--- src/rtl/cob_pkg.sv ---
// Package of object indexes, subindexes, reset values and types for the comm object bank
package cob_pkg;

    // ****************************************************************
    // Object dictionary addressing
    // ****************************************************************
    localparam logic [15:0] IDX_VERIFY    = 16'h1020;
    localparam logic [15:0] IDX_ERR_BEHAV = 16'h1029;
    localparam logic [15:0] IDX_RX1_COMM  = 16'h1400;
    localparam logic [15:0] IDX_RX2_COMM  = 16'h1401;
    localparam logic [15:0] IDX_RX3_COMM  = 16'h1402;
    localparam logic [15:0] IDX_RX1_MAP   = 16'h1600;
    localparam logic [15:0] IDX_RX2_MAP   = 16'h1601;
    localparam logic [15:0] IDX_RX3_MAP   = 16'h1602;
    localparam logic [7:0]  SUB_COUNT     = 8'h00;
    localparam logic [7:0]  SUB_FIRST     = 8'h01;
    localparam logic [7:0]  SUB_SECOND    = 8'h02;

    // ****************************************************************
    // Reset values
    // ****************************************************************
    localparam logic [7:0]  RST_ENTRY_COUNT   = 8'h02;
    localparam logic [31:0] RST_DATE_STAMP    = 32'h00000000;
    localparam logic [31:0] RST_TIME_STAMP    = 32'h00000000;
    localparam logic [7:0]  RST_COMM_ERR_RESP = 8'h00;
    localparam logic [7:0]  RST_INT_ERR_RESP  = 8'h01;
    localparam logic [31:0] RST_RX_CAN_ID     = 32'h00000000;
    localparam logic [7:0]  RST_RX_VALIDITY   = 8'hFF;
    localparam int          RX_COUNT          = 3;

    // ****************************************************************
    // Error response codes
    // ****************************************************************
    localparam logic [7:0] RESP_PREOP = 8'h00;
    localparam logic [7:0] RESP_KEEP  = 8'h01;
    localparam logic [7:0] RESP_STOP  = 8'h02;

    // ****************************************************************
    // Network management states
    // ****************************************************************
    typedef enum logic [1:0] {
        COB_NMT_PREOP = 2'b00,
        COB_NMT_OPER  = 2'b01,
        COB_NMT_STOP  = 2'b10
    } cob_nmt_t;

    // ****************************************************************
    // Access request and answer
    // ****************************************************************
    typedef struct packed {
        logic        valid;
        logic        write;
        logic [15:0] index;
        logic [7:0]  subindex;
        logic [31:0] wdata;
    } cob_req_t;

    typedef struct packed {
        logic        valid;
        logic        error;
        logic [31:0] rdata;
    } cob_rsp_t;

    // One receive channel's parameters
    typedef struct packed {
        logic [31:0] can_id;
        logic [7:0]  validity;
    } cob_rx_t;

endpackage

--- src/rtl/cob_rx_param.sv ---
// One receive PDO parameter set with its own write decode
module cob_rx_param #(
    parameter logic [15:0] COMM_INDEX = 16'h1400,
    parameter logic [15:0] MAP_INDEX  = 16'h1600
) (
    input  wire logic              clock,
    input  wire logic              reset_n,
    input  wire cob_pkg::cob_req_t req,
    output cob_pkg::cob_rx_t       param,
    output logic [15:0]            map_index
);

    cob_pkg::cob_rx_t param_q;

    assign param     = param_q;
    assign map_index = MAP_INDEX;

    always_ff @(posedge clock)
    begin
        if (!reset_n)
            param_q.can_id <= cob_pkg::RST_RX_CAN_ID;
        else if (req.valid && req.write && req.index == COMM_INDEX
                 && req.subindex == cob_pkg::SUB_FIRST)
            param_q.can_id <= req.wdata;
    end

    always_ff @(posedge clock)
    begin
        if (!reset_n)
            param_q.validity <= cob_pkg::RST_RX_VALIDITY;
        else if (req.valid && req.write && req.index == COMM_INDEX
                 && req.subindex == cob_pkg::SUB_SECOND)
            param_q.validity <= req.wdata[7:0];
    end

endmodule

--- src/rtl/cob_comm_bank.sv ---
// Communication object bank: verify stamps, error behaviour, receive PDO parameters
// Contract
// - Comm error: 00 preop, 01 keep
// - Other error: 00 preop, 01 keep, 02 stop
// - First subentry holds receive CAN identifier
// - Second subentry holds validity type, default FF
// - Sets one-three serve mappings 1600h-1602h
module cob_comm_bank (
    input  wire logic              clock,
    input  wire logic              reset_n,
    input  wire cob_pkg::cob_req_t req,
    output cob_pkg::cob_rsp_t      rsp,
    input  wire logic              nmt_start,
    input  wire logic              nmt_preop,
    input  wire logic              nmt_stop,
    input  wire logic              comm_error,
    input  wire logic              internal_error,
    output cob_pkg::cob_nmt_t      nmt_state,
    output logic [31:0]            date_stamp,
    output logic [31:0]            time_stamp,
    output cob_pkg::cob_rx_t       rx1_param,
    output cob_pkg::cob_rx_t       rx2_param,
    output cob_pkg::cob_rx_t       rx3_param
);

    // ****************************************************************
    // Storage
    // ****************************************************************
    logic [31:0]       date_q;
    logic [31:0]       time_q;
    logic [7:0]        comm_resp_q;
    logic [7:0]        int_resp_q;
    cob_pkg::cob_nmt_t state_q;
    cob_pkg::cob_nmt_t state_d;
    cob_pkg::cob_rsp_t rsp_q;
    cob_pkg::cob_rsp_t rsp_d;
    cob_pkg::cob_rx_t  rx_w [cob_pkg::RX_COUNT];
    logic [15:0]       map_w [cob_pkg::RX_COUNT];
    cob_pkg::cob_rx_t  rx_q [cob_pkg::RX_COUNT];
    logic              wr;

    assign wr = req.valid && req.write;

    // Sets bound to mappings 1600h to 1602h
    cob_rx_param #(
        .COMM_INDEX (cob_pkg::IDX_RX1_COMM),
        .MAP_INDEX  (cob_pkg::IDX_RX1_MAP)
    ) u_rx1 (
        .clock     (clock),
        .reset_n   (reset_n),
        .req       (req),
        .param     (rx_w[0]),
        .map_index (map_w[0])
    );

    cob_rx_param #(
        .COMM_INDEX (cob_pkg::IDX_RX2_COMM),
        .MAP_INDEX  (cob_pkg::IDX_RX2_MAP)
    ) u_rx2 (
        .clock     (clock),
        .reset_n   (reset_n),
        .req       (req),
        .param     (rx_w[1]),
        .map_index (map_w[1])
    );

    cob_rx_param #(
        .COMM_INDEX (cob_pkg::IDX_RX3_COMM),
        .MAP_INDEX  (cob_pkg::IDX_RX3_MAP)
    ) u_rx3 (
        .clock     (clock),
        .reset_n   (reset_n),
        .req       (req),
        .param     (rx_w[2]),
        .map_index (map_w[2])
    );

    // Registered copies so outputs come from flip-flops
    always_ff @(posedge clock)
    begin
        if (!reset_n)
        begin
            for (int i = 0; i < cob_pkg::RX_COUNT; i++)
            begin
                rx_q[i].can_id   <= cob_pkg::RST_RX_CAN_ID;
                rx_q[i].validity <= cob_pkg::RST_RX_VALIDITY;
            end
        end
        else
        begin
            for (int i = 0; i < cob_pkg::RX_COUNT; i++)
                rx_q[i] <= rx_w[i];
        end
    end

    assign rx1_param = rx_q[0];
    assign rx2_param = rx_q[1];
    assign rx3_param = rx_q[2];

    // ****************************************************************
    // Verify configuration stamps
    // ****************************************************************
    // Day count stored as written
    always_ff @(posedge clock)
    begin
        if (!reset_n)
            date_q <= cob_pkg::RST_DATE_STAMP;
        else if (wr && req.index == cob_pkg::IDX_VERIFY && req.subindex == cob_pkg::SUB_FIRST)
            date_q <= req.wdata;
    end

    always_ff @(posedge clock)
    begin
        if (!reset_n)
            time_q <= cob_pkg::RST_TIME_STAMP;
        else if (wr && req.index == cob_pkg::IDX_VERIFY && req.subindex == cob_pkg::SUB_SECOND)
            time_q <= req.wdata;
    end

    assign date_stamp = date_q;
    assign time_stamp = time_q;

    // ****************************************************************
    // Error behaviour selectors
    // ****************************************************************
    // Any 8-bit value stored, read back unchanged
    always_ff @(posedge clock)
    begin
        if (!reset_n)
        begin
            comm_resp_q <= cob_pkg::RST_COMM_ERR_RESP;
            int_resp_q  <= cob_pkg::RST_INT_ERR_RESP;
        end
        else if (wr && req.index == cob_pkg::IDX_ERR_BEHAV)
        begin
            if (req.subindex == cob_pkg::SUB_FIRST)
                comm_resp_q <= req.wdata[7:0];
            if (req.subindex == cob_pkg::SUB_SECOND)
                int_resp_q <= req.wdata[7:0];
        end
    end

    // ****************************************************************
    // Network management state
    // ****************************************************************
    // Errors outrank commands in the same cycle
    always_comb
    begin
        state_d = state_q;
        if (nmt_stop)
            state_d = cob_pkg::COB_NMT_STOP;
        else if (nmt_preop)
            state_d = cob_pkg::COB_NMT_PREOP;
        else if (nmt_start)
            state_d = cob_pkg::COB_NMT_OPER;
        if (comm_error && comm_resp_q == cob_pkg::RESP_PREOP
            && state_q == cob_pkg::COB_NMT_OPER)
            state_d = cob_pkg::COB_NMT_PREOP;
        if (internal_error)
        begin
            case (int_resp_q)
                cob_pkg::RESP_PREOP:
                begin
                    if (state_q == cob_pkg::COB_NMT_OPER)
                        state_d = cob_pkg::COB_NMT_PREOP;
                end
                cob_pkg::RESP_STOP:
                    state_d = cob_pkg::COB_NMT_STOP;
                default:
                    state_d = state_d;
            endcase
        end
    end

    always_ff @(posedge clock)
    begin
        if (!reset_n)
            state_q <= cob_pkg::COB_NMT_PREOP;
        else
            state_q <= state_d;
    end

    assign nmt_state = state_q;

    // ****************************************************************
    // Access answer
    // ****************************************************************
    always_comb
    begin
        rsp_d       = '0;
        rsp_d.valid = req.valid;
        case (req.index)
            cob_pkg::IDX_VERIFY:
            begin
                case (req.subindex)
                    cob_pkg::SUB_COUNT:  rsp_d.rdata = {24'h000000, cob_pkg::RST_ENTRY_COUNT};
                    cob_pkg::SUB_FIRST:  rsp_d.rdata = date_q;
                    cob_pkg::SUB_SECOND: rsp_d.rdata = time_q;
                    default:             rsp_d.error = 1'b1;
                endcase
                if (req.write && req.subindex == cob_pkg::SUB_COUNT)
                    rsp_d.error = 1'b1;
            end
            cob_pkg::IDX_ERR_BEHAV:
            begin
                case (req.subindex)
                    cob_pkg::SUB_COUNT:  rsp_d.rdata = {24'h000000, cob_pkg::RST_ENTRY_COUNT};
                    cob_pkg::SUB_FIRST:  rsp_d.rdata = {24'h000000, comm_resp_q};
                    cob_pkg::SUB_SECOND: rsp_d.rdata = {24'h000000, int_resp_q};
                    default:             rsp_d.error = 1'b1;
                endcase
                if (req.write && req.subindex == cob_pkg::SUB_COUNT)
                    rsp_d.error = 1'b1;
            end
            cob_pkg::IDX_RX1_COMM, cob_pkg::IDX_RX2_COMM, cob_pkg::IDX_RX3_COMM:
            begin
                case (req.subindex)
                    cob_pkg::SUB_COUNT:  rsp_d.rdata = {24'h000000, cob_pkg::RST_ENTRY_COUNT};
                    cob_pkg::SUB_FIRST:  rsp_d.rdata = rx_w[req.index[1:0]].can_id;
                    cob_pkg::SUB_SECOND: rsp_d.rdata = {24'h000000, rx_w[req.index[1:0]].validity};
                    default:             rsp_d.error = 1'b1;
                endcase
                if (req.write && req.subindex == cob_pkg::SUB_COUNT)
                    rsp_d.error = 1'b1;
            end
            map_w[0], map_w[1], map_w[2]:
            begin
                // Mapping objects live elsewhere; only refuse here
                rsp_d.error = 1'b1;
            end
            default:
                rsp_d.error = 1'b1;
        endcase
        if (!req.valid)
        begin
            rsp_d.error = 1'b0;
            rsp_d.rdata = 32'h00000000;
        end
    end

    always_ff @(posedge clock)
    begin
        if (!reset_n)
            rsp_q <= '0;
        else
            rsp_q <= rsp_d;
    end

    assign rsp = rsp_q;

endmodule

--- config.mk ---
export PLATFORM = sky130hd
export DESIGN_NAME = cob_comm_bank
export DESIGN_NICKNAME = d
export VERILOG_FILES = /design/src/rtl/cob_pkg.sv /design/src/rtl/cob_rx_param.sv /design/src/rtl/cob_comm_bank.sv
export SDC_FILE = /design/constraint.sdc
export NUM_CORES = 1
export LEC_CHECK = 0
export BUFFER_PORTS_ARGS = -buffer_cell sky130_fd_sc_hd__buf_2
export CAP_MARGIN = 5
export CELL_PAD_IN_SITES_DETAIL_PLACEMENT = 1
export CELL_PAD_IN_SITES_GLOBAL_PLACEMENT = 1
export CORE_MARGIN = 1.5
export CORE_UTILIZATION = 44
export CTS_CLUSTER_SIZE = 16
export DETAILED_ROUTE_END_ITERATION = 7
export PLACE_DENSITY_LB_ADDON = 0.25
export SYNTH_ARGS = -nofsm -noshare
export SYNTH_HDL_FRONTEND = slang
export SYNTH_SLANG_ARGS = --single-unit
--- constraint.sdc ---
create_clock -name clock -period 2.8 [get_ports clock]
set_input_delay 0 -clock clock [delete_from_list [all_inputs] [get_ports clock]]
set_output_delay 0 -clock clock [all_outputs]
set_load 0.02 [all_outputs]
# == Word level (Yosys, flattened, before mapping) ==
# Memories as Yosys holds them, arrays and structs flattened.
# Index checks and enable logic that the tools add are counted.
# totals
reg_bits,236
memories,1
ramBits,120
wordCells,77
in_bits,65
out_inout_bits,220
# mem_list
name,words,word_bits,read_ports,rd_clocked_by_memory_dff,wr,line_no,rtl
rx_q,3,40,3,0,3,cob_comm_bank.sv:39,cob_pkg::cob_rx_t rx_q [cob_pkg::RX_COUNT];
# classes
reduce_logical,26
n_mux,22
bitwise_logic,4
n_lt_le_gt_ge,1
eq_ne,9
# op_table
op,count
32-bit case mux with 3 select lines,3
40-bit 2-to-1 mux,5
40-bit binary-select mux with 2-bit select,1
16-bit by 13-bit equality test with 1-bit output (second input constant),5
8-bit zero test,3
8-bit case mux with 3 select lines,1
1-bit logical AND,17
8-bit by 2-bit equality test with 1-bit output (second input constant),2
2-bit 2-to-1 mux,6
8-bit by 1-bit equality test with 1-bit output (second input constant),1
2-bit AND reduction,3
3-bit OR reduction,2
1-bit 2-to-1 mux,5
5-bit OR reduction,1
2-bit case mux with 2 select lines,1
3-bit >= comparator (second input constant),1
2-bit inverter with 3-bit output,1
1-bit OR,3
2-bit by 1-bit equality test with 1-bit output (second input constant),1

# == Longest topological paths before layout ==
# Gate-level depths: netlist of the first run.
# logic_depth
ltp_word,7
ltp_mapped,8
depth_no_buf,5

# == Hierarchy ==
# A second synthesis of the first run with hierarchy kept.
# hier_totals
hier_cells,1479
hier_area_um2,14495.2
# modules_own_cells
mod,seq_area_each_um2,cells_each,area_each_um2,instances
cob_comm_bank,4724.5,876,8795.9,1
cob_rx_param at u_rx2 ...,800.8,201,1900.6,2
cob_rx_param at u_rx1,800.8,201,1898.1,1

# == Worst setup path before layout of the first run ==
# Ideal clock, no wire load.
# synth_timing
path_type,input -> register
startpoint,in req[42] (netlist bit)
endpoint,reg u_rx1.param_q (netlist bit u_rx1.param[10])
setup_slack_ps,997
arrival_ps,1731
cell_stages,6
path_buffers,1
required_time_ps,2728
setup_ps,72
cell_sequence,nor4_2 nand3_1 or3b_4 nor3_4 buf_8 mux2i_1
# synth_via
elab_chain_cells,3
# synth_lines
item,line_no,rtl
from (decl),cob_comm_bank.sv:11,"input wire cob_pkg::cob_req_t req,"
16-bit by 13-bit equality test with 1-bit output,cob_rx_param.sv:22,else if (req.valid && req.write && req.index == COMM_INDEX
1-bit logical AND,cob_rx_param.sv:22,
1-bit logical AND,cob_rx_param.sv:23,&& req.subindex == cob_pkg::SUB_FIRST)
to (decl),cob_rx_param.sv:13,cob_pkg::cob_rx_t param_q;
# Every way passes these cells.
# A chain may end at the register's enable or synchronous reset.

# == Final worst setup path of the first run ==
# layout_timing
startpoint,reg int_resp_q[3]
endpoint,"reg state_q[1], in the netlist nmt_state[1]"
# layout_via
elab_chain_cells,3
elab_cells_between_ends,4
classes_between,eq/ne: 1; mux: 2; reduce/logical: 1
# layout_lines
item,line_no,rtl
from (decl),cob_comm_bank.sv:32,logic [7:0] int_resp_q;
from (signal assigned),cob_comm_bank.sv:132,int_resp_q <= cob_pkg::RST_INT_ERR_RESP;
from (signal assigned),cob_comm_bank.sv:139,int_resp_q <= req.wdata[7:0];
8-bit by 2-bit equality test with 1-bit output or 8-bit zero test (tied branches),cob_comm_bank.sv:161,case (int_resp_q)
2-bit case mux with 2 select lines *,cob_comm_bank.sv:161,
2-bit 2-to-1 mux *,cob_comm_bank.sv:159,if (internal_error)
to (signal assigned),cob_comm_bank.sv:178,state_q <= cob_pkg::COB_NMT_PREOP;
to (signal assigned),cob_comm_bank.sv:180,state_q <= state_d;
to (decl),cob_comm_bank.sv:33,cob_pkg::cob_nmt_t state_q;
# Mark *: on every way between the ends. The rest lies on a longest branch, timed or not.

==> run_results.csv, run 1 <==
group,metric,value,unit
sta,skew,0.0101,ns
pwr,vdd_drop_max,0.000441,V
global_routing,grt_antenna_before_repair,1,
pwr,power_leakage,7.42,nW
sta,fin_setup_tns,0,ns
clocking,cts_sinks,356,
synthesis,mappedNetlistArea,13200,um^2
routing,vias_per_cell,5.27,
setup_path,cp.required,3.21,ns
sta,fmax,420,MHz
floorplan,core_region_area,29600,um^2
setup_path,worstSetupPathType,"register to register",
synthesis,synth_async_sr_flop_share,0,%
sta,fin_ws,0.420,ns
sta,period_share,85.0,%
floorplan,fp.dieW,176,um
layout,drive_gt1_share,23.1,%
global_routing,grt_pass1_wl,65700,um
setup_path,reg2reg_slack,0.42,ns
synthesis,ys_seq_area_share,54.1,%
setup_path,worstPathArrival,2.79,ns
routing,ant_nets,0,
floorplan,start_util,44.6,%
sta,relSlewSlack,15.5,%
status,status,"completed",
worst_hold_path,hold_start,"req[49]",
routing,firstDrtPassIters,5,
setup_path,ff2ff_path_depth,6,
global_routing,grt_usage,27.3,%
floorplan,die-area,31000,um^2
synthesis,syn_avg_cell_area,9.59,um^2
place,dp_hpwl,27000,um
global_routing,gr-total-overflow,0,
place,pre_cts_ws,0.523,ns
place,gp_congestion,0.842,
synthesis,synth_cell_types,48,
global_routing,grt_pass1_vias,11800,
flow_run,max-cap-violations,0,
clocking,cts_made_buffers,38,
sta,drv_slew,0,
setup_path,r2r_start,"int_resp_q[3]",
setup_path,crit_fanout,3,
clocking,ctsLongestPathBuffers,3,
sta,worstMarginPinSlew,1.26,ns
routing,wl,42700,um
setup_path,cp-start-kind,"register",
sta,period_minus_slack,2.38,ns
synthesis,synth.ff_latch_count,356,
synthesis,ys.flop_type,"dfxtp_1",
layout,nets,1746,
clocking,path_clk_slew,0.06,ns
clocking,cts_tree,"yes",
clocking,cts_root_buf,"clkbuf_16",
place,io_buffers,284,
floorplan,pin_count,285,
layout,area_delta_synth_final,26.9,%
sta,final-setup-viol-count,0,
synthesis,ys_warn_count,0,
setup_path,worstSetupStartpoint,"int_resp_q[3]",
setup_path,rr_endpoint,"nmt_state[1]",
routing,dr.first_iter.drc_count,698,
sta,rsz0062_at_grt,"no",
routing,wl_per_cell,20.3,um
worst_hold_path,min_to,"rsp[1]",
sta,finalHoldViolations,0,
routing,drc,0,
setup_path,endpoint_kind,"register",
worst_hold_path,hold_path.class,"input pin to register",
global_routing,grt_max_degree,97,
routing,via_count,11100,
floorplan,rows,63,
synthesis,synth_nets,1439,
clocking,h-tree-depth,2,
worst_hold_path,min_path_cells,4,
clocking,worstSkewPairLatency,0.52,ns
floorplan,die_h,176,um
synthesis,synth_edf_count,0,
synthesis,synthCells,1374,
layout,fill_cells,3369,
pwr,power_density,636,nW/um^2
[state kept, by name, summed over array words and instances (netlist names)]
name / cells
rsp: 34
u_rx1.param: 40
u_rx3.param: 40
date_stamp: 32
time_stamp: 32
int_resp_q: 8
rx_q: 120
nmt_state: 2
u_rx2.param: 40
comm_resp_q: 8
[worst max-delay path, cell delays in order, from the launching register on]
cell and delay, ns:
dfxtp_1 0.34, nor4_1 0.59, nand3_1 0.20, a32oi_1 0.28, o22ai_1 0.14, dlygate4sd3_1 0.57
and2_1 0.15
[worst max-delay path by stage]
stage,endpoint,slack [ns],depth (start not counted)
after floorplan,u_rx1.param[10],1.0,6
after global placement,rsp[0],0.60,6
after detailed placement,time_stamp[7],0.52,6
after CTS,nmt_state[1],0.52,6
after global routing,nmt_state[1],0.40,6
final,nmt_state[1],0.42,6
[stage by stage]
stage	total power, mW	instances	hold slack, ns	utilization (%)	instance area, um^2
floorplan	5.35	1374	0.128	-	13200
global placement	5.49	1986	0.281	50.6	15000
detailed placement	5.49	1986	0.289	50.6	15000
CTS	10.7	2099	0.0150	56.6	16700
global route	10.9	2099	0.0674	56.6	16700
finish	10.6	2100	0.0659	56.6	16700
[repair_timing]
action                    in CTS  in global routing
hold buffers                  45                  0
setup buffers                  0                  0
hold endpoints to repair     215                  0
gates resized for setup        0                  0
[routing by layer]
metal / routed length, um / up-vias / global-route usage [%]
met1: 18000 / 5468 / 33.1
met3: 2000 / 104 / 3.96
li1: - / 5143 / -
met5: 0 / - / 0
met4: 1680 / 0 / 12.7
met2: 21000 / 359 / 47.6
[report_power, final]
part | total [mW] | switching, mW | internal [mW]
clock | 5.20 | 2.03 | 3.17
sequential | 5.07 | 0.00214 | 5.07
combinational | 0.365 | 0.222 | 0.143
total | 10.6 | 2.26 | 8.38
[area by class of cell]
class                           instances  area, um^2  share of cell area, %
Inverter                              126         473                   2.83
Tap cell                              390         488                   2.92
Multi-Input combinational cell        808        5240                   31.3
Timing Repair Buffer                  351        2100                   12.5
Antenna cell                            1        2.50                 0.0150
Clock inverter                         14         180                   1.08
Clock buffer                           54        1120                   6.71
Sequential cell                       356        7130                   42.6
[kinds of logic (layout without fill, tap and decap cells)]
logic type	after synthesis	in the layout	share of synthesized area, %
AOI/OAI and AO/OA	199	199	11.1
muxes	176	176	13.4
buffers and inverters	210	545	6.45
other	0	1	0
DFF	356	356	54.1
and+or+nand+nor	433	433	15.0
[cell usage in the layout (no fill, tap or decap), types with 8 or more instances in the layout]
cell           netlist  routed
mux2i_1            176     176
nor2b_1             54      53
nor2_1              37      37
a21boi_0            64      64
clkbuf_16            0      39
o2bb2ai_1           14      14
o21ai_0             24      24
nand2_1            289     289
dlygate4sd3_1        0      45
a22o_1              24      24
clkinv_2             0       8
a22oi_1             46      46
o22ai_1             10      10
inv_1              126     126
clkbuf_8             0       9
nor3_1              12       8
buf_4                6      19
buf_2                5     282
dfxtp_1            356     356
[synth_stat cells (all sizes together) (3+ instances only)]
master | count | area share [%]
a21boi | 64 | 3.6
a21oi | 4 | 0.15
a22o | 24 | 1.6
a22oi | 46 | 2.6
buf | 17 | 0.96
clkbuf | 67 | 1.9
dfxtp | 356 | 54
inv | 126 | 3.6
mux2i | 176 | 13
nand2 | 289 | 8.2
nand3 | 6 | 0.23
nand4 | 4 | 0.24
nor2 | 41 | 1.3
nor2b | 54 | 2.6
nor3 | 16 | 0.90
nor4 | 4 | 0.35
o21a | 6 | 0.34
o21ai | 24 | 0.91
o22ai | 10 | 0.47
o2bb2ai | 14 | 0.93
or2 | 3 | 0.14
Note: power is estimated with default switching activity, not from simulation.
==> run 2, diff against run 1 <==
- CORE_UTILIZATION: 44 -> 41
- GPL_TIMING_DRIVEN: unset -> 0
- SKIP_LAST_GASP: unset -> 1
- clock period: 2.8 -> 2.2 ns (I/O delays scaled with it)
==> run_results.csv, run 2 (synthesis results as in run 1) <==
group,metric,value,unit
pwr,power_density,797,nW/um^2
floorplan,start_util,41.7,%
routing,firstDrtPassIters,5,
clocking,path_clk_slew,0.06,ns
global_routing,gr-total-overflow,0,
floorplan,die_h,182,um
clocking,cts_made_buffers,39,
layout,mostFrequentLayoutCell,"dfxtp_1",
clocking,cts_sinks,356,
floorplan,pin_count,285,
routing,ant_nets,0,
layout,final_cell_mix,"356 x dfxtp_1, 289 x nand2_1, 287 x buf_2, 176 x mux2i_1, 126 x inv_1",
layout,largest_reg_flops,120,
setup_path,endpoint_kind,"register",
routing,wl,46700,um
clocking,cts_root_buf,"clkbuf_16",
global_routing,grt_max_degree,14,
layout,largest-register,"rx_q",
routing,dr.first_iter.drc_count,721,
floorplan,fp.dieW,182,um
setup_path,cp.required,2.61,ns
sta,drv_slew,0,
sta,skew,0.00858,ns
global_routing,grt_antenna_before_repair,2,
routing,wl_per_cell,21.5,um
clocking,cts_tree,"yes",
setup_path,reg2reg_slack,0.08,ns
global_routing,grt_pass1_wl,70000,um
status,status,"completed",
layout,final_area,16800,um^2
sta,fin_setup_tns,0,ns
setup_path,ff2ff_path_depth,6,
place,placed_area,15100,um^2
pwr,total_power,13.4,mW
sta,final-setup-viol-count,0,
setup_path,worstPathArrival,2.53,ns
setup_path,r2r_start,"int_resp_q[3]",
flow_run,max-cap-violations,0,
sta,finalHoldViolations,0,
floorplan,die-area,33200,um^2
pwr,vdd_drop_max,0.000528,V
pwr,power_leakage,7.39,nW
clocking,worstSkewPairLatency,0.52,ns
routing,drc,0,
clocking,h-tree-depth,2,
layout,drive_gt1_share,21.4,%
setup_path,setup.worst_path.end,"nmt_state[1]",
sta,period_share,96.2,%
setup_path,crit_fanout,3,
setup_path,rr_endpoint,"nmt_state[1]",
layout,area_delta_synth_final,27.3,%
sta,period_minus_slack,2.12,ns
place,dp_hpwl,33100,um
sta,fmax,473,MHz
routing,via_count,11400,
setup_path,cp-start-kind,"register",
floorplan,core_region_area,31600,um^2
routing,vias_per_cell,5.25,
sta,rsz0062_at_grt,"yes",
place,io_buffers,282,
place,gp_congestion,0.873,
setup_path,worstSetupStartpoint,"int_resp_q[3]",
worst_hold_path,hold_path.class,"input pin to register",
global_routing,grt_usage,27.6,%
layout,fin_util,53.0,%
clocking,ctsLongestPathBuffers,3,
floorplan,rows,65,
sta,worstMarginPinSlew,0.983,ns
layout,nets,1803,
setup_path,worstSetupPathType,"register to register",
sta,relSlewSlack,34.1,%
global_routing,grt_pass1_vias,11800,
-- run 2: cell types whose count changed in the layout (fill, tap and decap cells not counted), moves of 4 or more --
| cell | previous run | this run |
|---|---|---|
| buf_4 | 19 | 6 |
| buf_12 | 4 | 0 |
| clkbuf_1 | 6 | 75 |
| clkbuf_8 | 9 | 5 |
| dlygate4sd3_1 | 45 | 41 |
| buf_2 | 282 | 287 |
-- run 2: per-stage QoR --
stage / hold WS [ns] / instances / setup slack [ns]
3_5_place_dp: 0.298 / 2058 / -0.579
4_1_cts: 0.0257 / 2167 / 0.00171
2_1_floorplan: 0.128 / 1374 / 0.397
5_1_grt: 0.0805 / 2167 / -0.0680
6_report: 0.0429 / 2167 / 0.0843
3_3_place_gp: 0.289 / 2058 / -0.542
-- run 2: power by group --
group,internal [mW],switching [mW]
combinational,0.183,0.328
clock,3.80,2.62
sequential,6.45,0.00240
total,10.4,2.95
-- run 2: what timing repair did --
| action | in CTS | in global routing |
|---|---|---|
| pin swaps | 0 | 0 |
| endpoints found under the setup margin | 14 | 45 |
| setup buffers | 0 | 0 |
| gates resized for setup | 3 | 6 |
| hold buffers | 42 | 0 |
| hold endpoints to repair | 205 | 0 |
-- run 2: worst min-delay path by stage --
stage | cells after the start | start | endpoint
CTS | 4 | req[32] | rsp[32]
detailed placement | 4 | nmt_preop | nmt_state[0]
finish | 4 | req[49] | rsp[1]
global route | 4 | req[49] | rsp[1]
global placement | 4 | nmt_preop | nmt_state[0]
floorplan | 2 | req[0] | int_resp_q[0]
-- run 2: cell type report --
class                      instances  area (um^2)
antenna                            1         2.50
multi-input combinational        808         5230
timing repair buffer             323         1820
inverter                         126          473
clock inverter                    11          111
buffer                            84          380
clock buffer                      56         1130
tap                              402          503
fill                            3676        14900
sequential                       356         7130
-- run 2: layer usage --
metal	global-route usage (%)	wire length [um]	up-vias
li1	-	-	5262
met1	36.0	20600	5614
met2	46.3	21900	401
met3	4.23	2620	100
met4	10.1	1570	0
met5	0	0	-
-- run 2: worst max-delay path, cell delays in order (launching register included) --
cell and delay [ns]:
dfxtp_1 0.33, nor4_2 0.40, nand3_1 0.18, a32oi_1 0.25, o22ai_1 0.13, dlygate4sd3_1 0.57, and2_1 0.15
